$ cat config.mk
export PLATFORM = sky130hd
export DESIGN_NAME = pts_trace_gen
export DESIGN_NICKNAME = d
export VERILOG_FILES = /design/src/core/pts_pkg.sv /design/src/core/pts_if.sv /design/src/core/pts_out_stage.sv /design/src/core/pts_trace_gen.sv
export SDC_FILE = /design/constraint.sdc
export NUM_CORES = 1
export LEC_CHECK = 0
export BUFFER_PORTS_ARGS = -buffer_cell sky130_fd_sc_hd__buf_2
export CAP_MARGIN = 10
export CORE_ASPECT_RATIO = 0.5
export CORE_MARGIN = 2
export CORE_UTILIZATION = 51
export CTS_CLUSTER_DIAMETER = 100
export CTS_CLUSTER_SIZE = 14
export DETAILED_ROUTE_END_ITERATION = 10
export PLACE_DENSITY = 0.82
export REMOVE_ABC_BUFFERS = 1
export SLEW_MARGIN = 20
export SYNTH_ARGS = -nofsm -noshare
export SYNTH_HDL_FRONTEND = slang
export SYNTH_HIERARCHICAL = 1
export SYNTH_SLANG_ARGS = --single-unit
$ cat constraint.sdc
create_clock -name mclk_in -period 3 [get_ports mclk_in]
set_input_delay 0.45 -clock mclk_in [delete_from_list [all_inputs] [get_ports mclk_in]]
set_output_delay 0.45 -clock mclk_in [all_outputs]
set_load 0.01 [all_outputs]
$ cat src/core/pts_pkg.sv
// package of constants and types for the program trace sync message generator
// assumes a single core clock domain and an asynchronous active-high reset
// Notes on behaviour
// - After any reset with instruction trace on, the first program trace message is a sync message.
// - The sync message carries the full execution address and the instruction count.
// - The instruction count holds instructions since the last message and restarts when one is sent.
// - With branch history on, count and history both clear when the post-reset sync is sent.
// - Direct-branch-with-sync and indirect-branch-history-with-sync variants also resynchronise.
// - An indirect branch sends a message that clears the count, and the history in history mode.
// - A direct-branch-with-sync message is forced on the 256th consecutive direct branch.
// - In history mode the indirect message carries the taken history, cleared when sent.
package pts_pkg;
    localparam int ADDR_W     = 32;
    localparam int INSTRUCTION_COUNT_FIELD_W     = 16;
    localparam int BRANCH_HISTORY_FIELD_W     = 32;
    localparam int DIRECT_MAX = 256;
    localparam int DCNT_W     = 9;

    typedef enum logic [2:0] {
        PTS_MSG_SYNC,
        PTS_MSG_DIRECT,
        PTS_MSG_DIRECT_SYNC,
        PTS_MSG_INDIRECT,
        PTS_MSG_INDIRECT_SYNC
    } pts_msg_t;
endpackage

$ cat src/core/pts_if.sv
// interface carrying one trace message from the generator to its output stage
// assumes producer and consumer share mclk_in
`timescale 1ns/1ns
interface pts_msg_if;
    logic                        valid;
    logic                        ready;
    pts_pkg::pts_msg_t           kind;
    logic [pts_pkg::ADDR_W-1:0]  addr;
    logic [pts_pkg::INSTRUCTION_COUNT_FIELD_W-1:0]  instruction_count_field;
    logic [pts_pkg::BRANCH_HISTORY_FIELD_W-1:0]  branch_history_field;
    modport src (output valid, kind, addr, instruction_count_field, branch_history_field, input ready);
    modport dst (input valid, kind, addr, instruction_count_field, branch_history_field, output ready);
endinterface

$ cat src/core/pts_out_stage.sv
// output register stage holding one trace message until the tool side takes it
// assumes consumer ready comes from logic on mclk_in
`timescale 1ns/1ns
module pts_out_stage (
    input  wire logic               mclk_in,
    input  wire logic               reset_in,
    pts_msg_if.dst                  msg,
    input  wire logic               take_in,
    output logic                    valid_out,
    output pts_pkg::pts_msg_t       kind_out,
    output logic [pts_pkg::ADDR_W-1:0] addr_out,
    output logic [pts_pkg::INSTRUCTION_COUNT_FIELD_W-1:0] instruction_count_field_out,
    output logic [pts_pkg::BRANCH_HISTORY_FIELD_W-1:0] branch_history_field_out
);
    logic                       valid_next;
    pts_pkg::pts_msg_t          kind_next;
    logic [pts_pkg::ADDR_W-1:0] addr_next;
    logic [pts_pkg::INSTRUCTION_COUNT_FIELD_W-1:0] instruction_count_field_next;
    logic [pts_pkg::BRANCH_HISTORY_FIELD_W-1:0] branch_history_field_next;

    assign msg.ready = !valid_out || take_in;

    always_comb begin
        valid_next = valid_out;
        kind_next  = kind_out;
        addr_next  = addr_out;
        instruction_count_field_next  = instruction_count_field_out;
        branch_history_field_next  = branch_history_field_out;
        if (msg.ready) begin
            valid_next = msg.valid;
            if (msg.valid) begin
                kind_next = msg.kind;
                addr_next = msg.addr;
                instruction_count_field_next = msg.instruction_count_field;
                branch_history_field_next = msg.branch_history_field;
            end
        end
    end

    always_ff @(posedge mclk_in or posedge reset_in) begin
        if (reset_in) begin
            valid_out <= 1'b0;
            kind_out  <= pts_pkg::PTS_MSG_SYNC;
            addr_out  <= '0;
            instruction_count_field_out  <= '0;
            branch_history_field_out  <= '0;
        end else begin
            valid_out <= valid_next;
            kind_out  <= kind_next;
            addr_out  <= addr_next;
            instruction_count_field_out  <= instruction_count_field_next;
            branch_history_field_out  <= branch_history_field_next;
        end
    end
endmodule

$ cat src/core/pts_trace_gen.sv
// program trace message generator: count, history, sync after reset, periodic sync
// assumes the retire inputs come from core logic on mclk_in, one instruction per cycle max
`timescale 1ns/1ns
module pts_trace_gen (
    input  wire logic                       mclk_in,
    input  wire logic                       reset_in,
    input  wire logic                       trace_en_in,
    input  wire logic                       branch_history_field_mode_in,
    input  wire logic                       retire_in,
    input  wire logic [pts_pkg::ADDR_W-1:0] retire_addr_in,
    input  wire logic                       direct_br_in,
    input  wire logic                       indirect_br_in,
    input  wire logic                       br_taken_in,
    input  wire logic                       take_in,
    output logic                            stall_out,
    output logic                            msg_valid_out,
    output pts_pkg::pts_msg_t               msg_kind_out,
    output logic [pts_pkg::ADDR_W-1:0]      msg_addr_out,
    output logic [pts_pkg::INSTRUCTION_COUNT_FIELD_W-1:0]      msg_instruction_count_field_out,
    output logic [pts_pkg::BRANCH_HISTORY_FIELD_W-1:0]      msg_branch_history_field_out
);
    pts_msg_if msg ();

    logic                        need_sync_reg;
    logic                        need_sync_next;
    logic [pts_pkg::INSTRUCTION_COUNT_FIELD_W-1:0]  instruction_count_field_reg;
    logic [pts_pkg::INSTRUCTION_COUNT_FIELD_W-1:0]  instruction_count_field_next;
    logic [pts_pkg::BRANCH_HISTORY_FIELD_W-1:0]  branch_history_field_reg;
    logic [pts_pkg::BRANCH_HISTORY_FIELD_W-1:0]  branch_history_field_next;
    logic [pts_pkg::DCNT_W-1:0]  dcnt_reg;
    logic [pts_pkg::DCNT_W-1:0]  dcnt_next;
    logic                        ev;
    logic                        fire;
    logic                        period_sync;
    logic [pts_pkg::INSTRUCTION_COUNT_FIELD_W-1:0]  instruction_count_field_inc;
    logic [pts_pkg::BRANCH_HISTORY_FIELD_W-1:0]  branch_history_field_acc;

    localparam logic [pts_pkg::DCNT_W-1:0] DCNT_LAST =
        pts_pkg::DCNT_W'(pts_pkg::DIRECT_MAX - 1);

    // a retiring instruction needs a message slot when it branches or a sync is due
    assign ev          = trace_en_in && retire_in;
    assign period_sync = direct_br_in && (dcnt_reg == DCNT_LAST);
    assign fire        = ev && (need_sync_reg || indirect_br_in || direct_br_in);
    assign stall_out   = fire && !msg.ready;
    assign instruction_count_field_inc    = instruction_count_field_reg + pts_pkg::INSTRUCTION_COUNT_FIELD_W'(1);
    assign branch_history_field_acc    = {branch_history_field_reg[pts_pkg::BRANCH_HISTORY_FIELD_W-2:0], br_taken_in};

    always_comb begin
        msg.valid = fire;
        msg.addr  = retire_addr_in;
        msg.instruction_count_field  = instruction_count_field_inc;
        // only a direct branch adds its taken bit to the history
        msg.branch_history_field  = branch_history_field_mode_in ? (direct_br_in ? branch_history_field_acc : branch_history_field_reg) : '0;
        if (need_sync_reg && !direct_br_in && !indirect_br_in)
            msg.kind = pts_pkg::PTS_MSG_SYNC;
        else if (indirect_br_in)
            msg.kind = (need_sync_reg || period_sync) ? pts_pkg::PTS_MSG_INDIRECT_SYNC
                                                      : pts_pkg::PTS_MSG_INDIRECT;
        else if (need_sync_reg || period_sync)
            msg.kind = pts_pkg::PTS_MSG_DIRECT_SYNC;
        else
            msg.kind = pts_pkg::PTS_MSG_DIRECT;
    end

    always_comb begin
        need_sync_next = need_sync_reg;
        instruction_count_field_next      = instruction_count_field_reg;
        branch_history_field_next      = branch_history_field_reg;
        dcnt_next      = dcnt_reg;
        if (!trace_en_in) begin
            need_sync_next = 1'b1;
        end else if (ev && !stall_out) begin
            instruction_count_field_next = instruction_count_field_inc;
            if (direct_br_in && branch_history_field_mode_in)
                branch_history_field_next = branch_history_field_acc;
            if (fire) begin
                need_sync_next = 1'b0;
                instruction_count_field_next      = '0;
                branch_history_field_next      = '0;
                if (need_sync_reg || indirect_br_in || period_sync)
                    dcnt_next = '0;
                else
                    dcnt_next = dcnt_reg + pts_pkg::DCNT_W'(1);
            end
        end
    end

    always_ff @(posedge mclk_in or posedge reset_in) begin
        if (reset_in) begin
            need_sync_reg <= 1'b1;
            instruction_count_field_reg      <= '0;
            branch_history_field_reg      <= '0;
            dcnt_reg      <= '0;
        end else begin
            need_sync_reg <= need_sync_next;
            instruction_count_field_reg      <= instruction_count_field_next;
            branch_history_field_reg      <= branch_history_field_next;
            dcnt_reg      <= dcnt_next;
        end
    end

    pts_out_stage u_out (
        .mclk_in   (mclk_in),
        .reset_in  (reset_in),
        .msg       (msg),
        .take_in   (take_in),
        .valid_out (msg_valid_out),
        .kind_out  (msg_kind_out),
        .addr_out  (msg_addr_out),
        .instruction_count_field_out  (msg_instruction_count_field_out),
        .branch_history_field_out  (msg_branch_history_field_out)
    );

    property p_first_sync;
        @(posedge mclk_in) disable iff (reset_in)
        (fire && !stall_out && need_sync_reg) |-> msg.kind != pts_pkg::PTS_MSG_DIRECT
            && msg.kind != pts_pkg::PTS_MSG_INDIRECT;
    endproperty
    a_first_sync: assert property (p_first_sync) else $error("first message not sync");

    property p_addr;
        @(posedge mclk_in) disable iff (reset_in)
        (fire && !stall_out) |=> msg_valid_out && msg_addr_out == $past(retire_addr_in);
    endproperty
    a_addr: assert property (p_addr) else $error("message address wrong");

    property p_instruction_count_field_clr;
        @(posedge mclk_in) disable iff (reset_in)
        (fire && !stall_out && trace_en_in) |=> instruction_count_field_reg == '0;
    endproperty
    a_instruction_count_field_clr: assert property (p_instruction_count_field_clr) else $error("count not cleared");

    property p_instruction_count_field_step;
        @(posedge mclk_in) disable iff (reset_in)
        (ev && !fire && trace_en_in) |=> instruction_count_field_reg == $past(instruction_count_field_reg) + 16'h0001;
    endproperty
    a_instruction_count_field_step: assert property (p_instruction_count_field_step) else $error("count did not step");

    property p_branch_history_field_clr;
        @(posedge mclk_in) disable iff (reset_in)
        (fire && !stall_out && trace_en_in) |=> branch_history_field_reg == '0;
    endproperty
    a_branch_history_field_clr: assert property (p_branch_history_field_clr) else $error("history not cleared");

    property p_ind_kind;
        @(posedge mclk_in) disable iff (reset_in)
        (fire && indirect_br_in) |-> (msg.kind == pts_pkg::PTS_MSG_INDIRECT
            || msg.kind == pts_pkg::PTS_MSG_INDIRECT_SYNC);
    endproperty
    a_ind_kind: assert property (p_ind_kind) else $error("indirect kind wrong");

    property p_period;
        @(posedge mclk_in) disable iff (reset_in)
        (fire && direct_br_in && !indirect_br_in && dcnt_reg == DCNT_LAST)
            |-> msg.kind == pts_pkg::PTS_MSG_DIRECT_SYNC;
    endproperty
    a_period: assert property (p_period) else $error("no forced sync");

    property p_dcnt_bound;
        @(posedge mclk_in) disable iff (reset_in)
        1'b1 |-> dcnt_reg <= DCNT_LAST;
    endproperty
    a_dcnt_bound: assert property (p_dcnt_bound) else $error("direct count overrun");

    property p_branch_history_field_payload;
        @(posedge mclk_in) disable iff (reset_in)
        (fire && branch_history_field_mode_in) |-> msg.branch_history_field == (direct_br_in ? branch_history_field_acc : branch_history_field_reg);
    endproperty
    a_branch_history_field_payload: assert property (p_branch_history_field_payload) else $error("history payload");

    property p_ind_branch_history_field;
        @(posedge mclk_in) disable iff (reset_in)
        (fire && indirect_br_in && !direct_br_in && branch_history_field_mode_in) |-> msg.branch_history_field == branch_history_field_reg;
    endproperty
    a_ind_branch_history_field: assert property (p_ind_branch_history_field) else $error("indirect history wrong");

    property p_ind_sync;
        @(posedge mclk_in) disable iff (reset_in)
        (fire && need_sync_reg && indirect_br_in)
            |-> msg.kind == pts_pkg::PTS_MSG_INDIRECT_SYNC;
    endproperty
    a_ind_sync: assert property (p_ind_sync) else $error("indirect sync variant");

    property p_dir_sync;
        @(posedge mclk_in) disable iff (reset_in)
        (fire && need_sync_reg && direct_br_in && !indirect_br_in)
            |-> msg.kind == pts_pkg::PTS_MSG_DIRECT_SYNC;
    endproperty
    a_dir_sync: assert property (p_dir_sync) else $error("direct sync variant");

    // a held message must stay valid with its address and count unchanged before the tool takes it
    property p_hold;
        @(posedge mclk_in) disable iff (reset_in)
        (msg_valid_out && !take_in) |=> msg_valid_out && $stable(msg_addr_out)
            && $stable(msg_instruction_count_field_out);
    endproperty
    a_hold: assert property (p_hold) else $error("held message changed");

    property p_stall;
        @(posedge mclk_in) disable iff (reset_in)
        stall_out |-> msg_valid_out && !take_in;
    endproperty
    a_stall: assert property (p_stall) else $error("stall without full slot");

    property p_instruction_count_field_payload;
        @(posedge mclk_in) disable iff (reset_in)
        (fire && !stall_out) |=> msg_instruction_count_field_out == $past(instruction_count_field_reg) + 16'h0001;
    endproperty
    a_instruction_count_field_payload: assert property (p_instruction_count_field_payload) else $error("message count wrong");

    c_sync:     cover property (@(posedge mclk_in) fire && msg.kind == pts_pkg::PTS_MSG_SYNC);
    c_period:   cover property (@(posedge mclk_in) fire && period_sync);
    c_ind_sync: cover property (@(posedge mclk_in)
        fire && msg.kind == pts_pkg::PTS_MSG_INDIRECT_SYNC);
    c_stall:    cover property (@(posedge mclk_in) stall_out);
endmodule

# Word level (Yosys, flattened, before mapping)
# Cells that the tools add are included.
totals:
  ff_bits: 142
  inputBits: 41
  output_inout_bits: 85
  elab_cells: 51
op_classes:
  addsub: 2
  n_eq_ne: 3
  n_mux: 13
  reduce_logical: 24
op_table:
  columns: ["cell", "count"]
  rows:
  - ["$mux W32", 4]
  - ["$add A16 B1 Y16 const B", 1]
  - ["$mux W16", 1]
  - ["$add A9 B1 Y9 const B", 1]
  - ["$eq A9 B8 Y1 const B", 1]
  - ["$mux W3", 3]
  - ["$mux W9", 1]
  - ["$logic_and A1 B1 Y1", 8]
  - ["$reduce_and A2 Y1", 3]
  - ["$reduce_and A3 Y1", 2]
  - ["$logic_not A1 Y1", 5]
  - ["$logic_or A1 B1 Y1", 5]
  - ["$ne A2 B1 Y1 const B", 2]
  - ["$mux W1", 3]
  - ["$mux W2", 1]
  - ["$reduce_bool A2 Y1", 1]

# Logic depth before layout (Yosys ltp)
logic_depth:
  word_depth: 8
  ltp_mapped: 10

# Cells and area by module
# The synthesis kept the hierarchy.
modules_own_cells:
  columns: ["module", "n_inst", "cells_per_inst", "area_per_inst_um2"]
  rows:
  - ["pts_out_stage", 1, 180, 3499.6]
  - ["pts_trace_gen", 1, 301, 3076.7]

# Least setup slack after synthesis
# OpenSTA, ideal clock, no wires.
synth_timing:
  path_type: "register -> register"
  from: "register dcnt_reg[0] in the netlist's numbering"
  to: "register u_out.kind_out[1]"
  setup_ns: 0.125
  t_arrival_ns: 2.000
  setup_slack_ns: 0.875
  stages_incl_launch_ff: 11
  synth_period_minus_slack_ns: 2.125
  cell_sequence: "dfrtp_1 > ha_1 > and3_1 > nand3_1 > nor2_1 > ha_1 > a21oi_1 > inv_1 > ha_1 > a21boi_0 > mux2_4"
synth_between:
  elab_chain_cells: 6
synth_lines:
  columns: ["element", "line_no", "text"]
  rows:
  - ["start, declared", "pts_trace_gen.sv:30", "logic [pts_pkg::DCNT_W-1:0] dcnt_reg;"]
  - ["start signal, assigned", "pts_trace_gen.sv:99", "dcnt_reg <= dcnt_next;"]
  - ["$eq A9 B8 Y1 *", "pts_trace_gen.sv:43", "assign period_sync = direct_br_in && (dcnt_reg == DCNT_LAST);"]
  - ["$logic_and A1 B1 Y1 *", "pts_trace_gen.sv:43", null]
  - ["$logic_or A1 B1 Y1 *", "pts_trace_gen.sv:58, pts_trace_gen.sv:60", null]
  - ["$mux W2 / $mux W3 (equally long branches)", "pts_trace_gen.sv:60, pts_trace_gen.sv:58", null]
  - ["$mux W3 *", "pts_trace_gen.sv:57", "else if (indirect_br_in)"]
  - ["$mux W3 *", "pts_trace_gen.sv:55", "if (need_sync_reg && !direct_br_in && !indirect_br_in)"]
  - ["via msg.kind[1]", "pts_if.sv:7", "pts_pkg::pts_msg_t kind;"]
  - ["end signal, assigned", "pts_out_stage.sv:43", "kind_out <= pts_pkg::PTS_MSG_SYNC;"]
  - ["end signal, assigned", "pts_out_stage.sv:49", "kind_out <= kind_next;"]
  - ["end, declared", "pts_out_stage.sv:10", "output pts_pkg::pts_msg_t kind_out,"]
# Mark *: on every way through the listed nets, which the timed path passes. The rest lies on a longest branch.
# A chain may end at the register's enable or synchronous reset.

# Worst setup path after layout
layout_timing:
  from: "register dcnt_reg[0] in the netlist's numbering"
  to: "register dcnt_reg[6] in the netlist's numbering"
layout_between:
  elab_chain_cells: 4
layout_lines:
  columns: ["element", "line_no", "text"]
  rows:
  - ["branches (longest 3 deep; another with $add A9 B1 Y9)", null, null]
  - ["$mux W9 *", "pts_trace_gen.sv:81", "if (need_sync_reg || indirect_br_in || period_sync)"]
# Mark *: on every way between the ends.

==> metrics.md <==
| Metric | Value |
|---|---|
| Status | complete, no violations |
| Largest net degree at the start of global routing | 47 |
| Detailed-router iteration count before antenna repair | 5 |
| # fillers | 1,001 |
| Final nets | 654 |
| Family with the most delay on the worst path | simple AND/OR/NAND/NOR gates |
| Vias/cell | 5.15 |
| Site Rows | 29 |
| GR Util All Layers | between 10% and 20% |
| Clock tree from TritonCTS | built |
| I/O Pins | 126 |
| CTS H-Tree Depth | 4 |
| Setup tns final | 0 ps |
| Remaining antenna violation count | 0 |
| Fmax | 431 MHz |
| Initial core utilization | 52.1% |
| PortBufs | 125 |
| EDFF count, synth | 0 |
| Relative slew margins | 39.8% |
| Post-CTS Hold Fix Bufs | 0 |
| Grt total ovfl | 0 |
| CTS Root Cell | clkbuf_16 |
| DR vias | 4,078 |
| Min Hold Slack | 197 ps |
| Synth Register Bits | around 140 |
| Final Hold Viols | 0 |
| Die width | 165 um |
| Final WL | about 12 mm |
| Power density cells | 587 nW/um2 |
| Required @ worst endpoint | 3310 ps |
| Min cycle time layout | 2320 ps |
| Vias in the first global route | 4,070 |
| Setup ws final | 680 ps |
| Maximum ir drop on the vdd rail | 387 uV |
| Die ar. | 13,900 um2 |
| Reg clk slew, reported paths | around 60 ps |
| Dominant cells by area after synthesis | dfrtp_1 54%, mux2_4 16%, mux2i_1 5.0%, and2_1 3.0%, nor2b_1 3.0% |
| Share of cells above drive strength 1 | between 40% and 50% |
| Worst Path Arrival | 2630 ps |
| Setup violations, final | 0 |
| RSZ-0062 raised after global routing | no |
| Synth unique cells | 42 |
| ANT cells | 0 |
| Crit-path cells | ha_1 -> and3_1 -> nand3_1 -> nor2_1 -> ha_1 -> a21oi_1 -> inv_1 -> nor2_2 -> nand3_1 -> o31ai_1 |
| Antenna violations before repair | 0 |
| Fin Clk Skew | 8.91 ps |
| CP max stage cell | dfrtp_1 |
| Startpoint types | flop |
| Die Y-Extent | approximately 84 um |
| Hpwl dp | 8.24 mm |
| Share of the synthesized area in the top cell type | 53.7% |
| CTS Buffer Depth | 2 |
| Most common cell in the netlist | dfrtp_1 |
| Clk sink count | 142 |
| Cells after synthesis | 481 |
| CTS buffer count | 17 |
| Synth area leader | dfrtp_1 |
| Commonest cells post-synth | 141 x dfrtp_1, 70 x mux2_4, 33 x mux2i_1 |
| Post-CTS sizing | 0 |
| Max Cap Violations | 0 |
| Syn_area_per_cell | around 14 um2 |
| Post-route DRC | 0 |
| DP Worst Slack | about 730 ps |
| Core area | 12,600 um2 |
| GP Congestion | 0.802 |
| CP Max Fanout | 5 |
| CP max stage delay | 410 ps |
| Hold crit path type | in2async |
| Critical path class | reg2reg |
| Post-CTS Setup Repair Bufs | 0 |
| Measured slew at the worst slew-check pin | 903 ps |
| Final Slew Violations | 0 |
| Async SR Flop Fraction | 100% |
| Mapped cell area | roughly 6600 um2 |
| Warnings from Yosys | 6 |
| Leak | between 4 and 5 nW |
| DRT iter0 DRCs | around 180 |
| CP bufs+invs | 1 |
| Area Growth Syn to Fin | 19.2% |
| Fin crit share | between 70% and 80% |
| First-pass GRT wire length | 20.3 mm |
| Worst-Skew Late Latency | between 400 and 500 ps |
| Seq/Total Area, Yosys | 54.1% |
| Wire length per cell | 15.5 um |
| Most used DFF post-synth | dfrtp_1 |
| Crit. End Element | flop |
[per-stage QoR]
step	power (W)	area (um2)	std cells	util, %
after floorplan	0.00242	6340	458	-
after global placement	0.00261	7270	760	57.6
after detailed placement	0.00263	7270	760	57.6
after CTS	0.00465	7840	792	62.1
after global routing	0.00479	7840	792	62.1
final	0.00460	7840	792	62.1
[power breakdown]
group | leakage, nW | internal (W) | switching, W
Sequential | 1.90 | 0.00202 | 0.0000621
Clock | 0.274 | 0.00117 | 0.000839
Combinational | 1.95 | 0.000267 | 0.000242
[logic make-up (layout without fill, tap and decap cells)]
logic type	after synthesis	after routing	synth area share (%)
AO/OA/AOI/OAI	41	41	4.01
AND/OR/NAND/NOR	133	133	11.9
adder cells (fa/ha/maj)	4	4	0.761
XOR/XNOR	14	14	1.86
multiplexers	117	117	23.4
flip-flops	142	142	54.1
buffers and inverters	30	171	4.03
[routing by layer]
metal	GRT usage (%)	share of wire, %
met4	6.25	0.96
met2	27.8	46
met3	4.50	5.4
met1	26.2	48
met5	0	0
[cell usage in the layout, fill, tap and decap left out, types with 9 or more instances in the layout]
cell and instances:
dfrtp_1 141, buf_2 125, mux2_4 70, mux2i_1 33
and2_1 32, nor2b_1 32, clkbuf_16 17, nand2_1 16
nand3_1 15, mux2_2 14, a21oi_1 10, o21ai_0 9
[layout make-up]
class                   instances  area, um2  area share, %
multi-input cells             309       2760           35.2
well taps                     170        213           2.71
inverters                       7       27.5          0.351
clock buffers                  18        439           5.60
repair buffers                132        716           9.13
flip-flops and latches        142       3550           45.3
clock inverters                14        133           1.69
[worst paths after layout]
| kind | slack (ps) | to | cells after the start | start |
|---|---|---|---|---|
| hold reg to reg | 470 | dcnt_reg[8] | 2 | dcnt_reg[8] |
| hold / removal | 200 | u_out/instruction_count_field_out[13] | 2 | reset_in |
| setup reg to reg | 680 | dcnt_reg[6] | 10 | dcnt_reg[0] |
| max in group asynchronous | 2080 | branch_history_field_reg[18] | 3 | reset_in |
| min in group mclk_in | 230 | need_sync_reg | 2 | trace_en_in |
| setup / recovery | 680 | dcnt_reg[6] | 10 | dcnt_reg[0] |
Power figures use the tool's default switching activity.
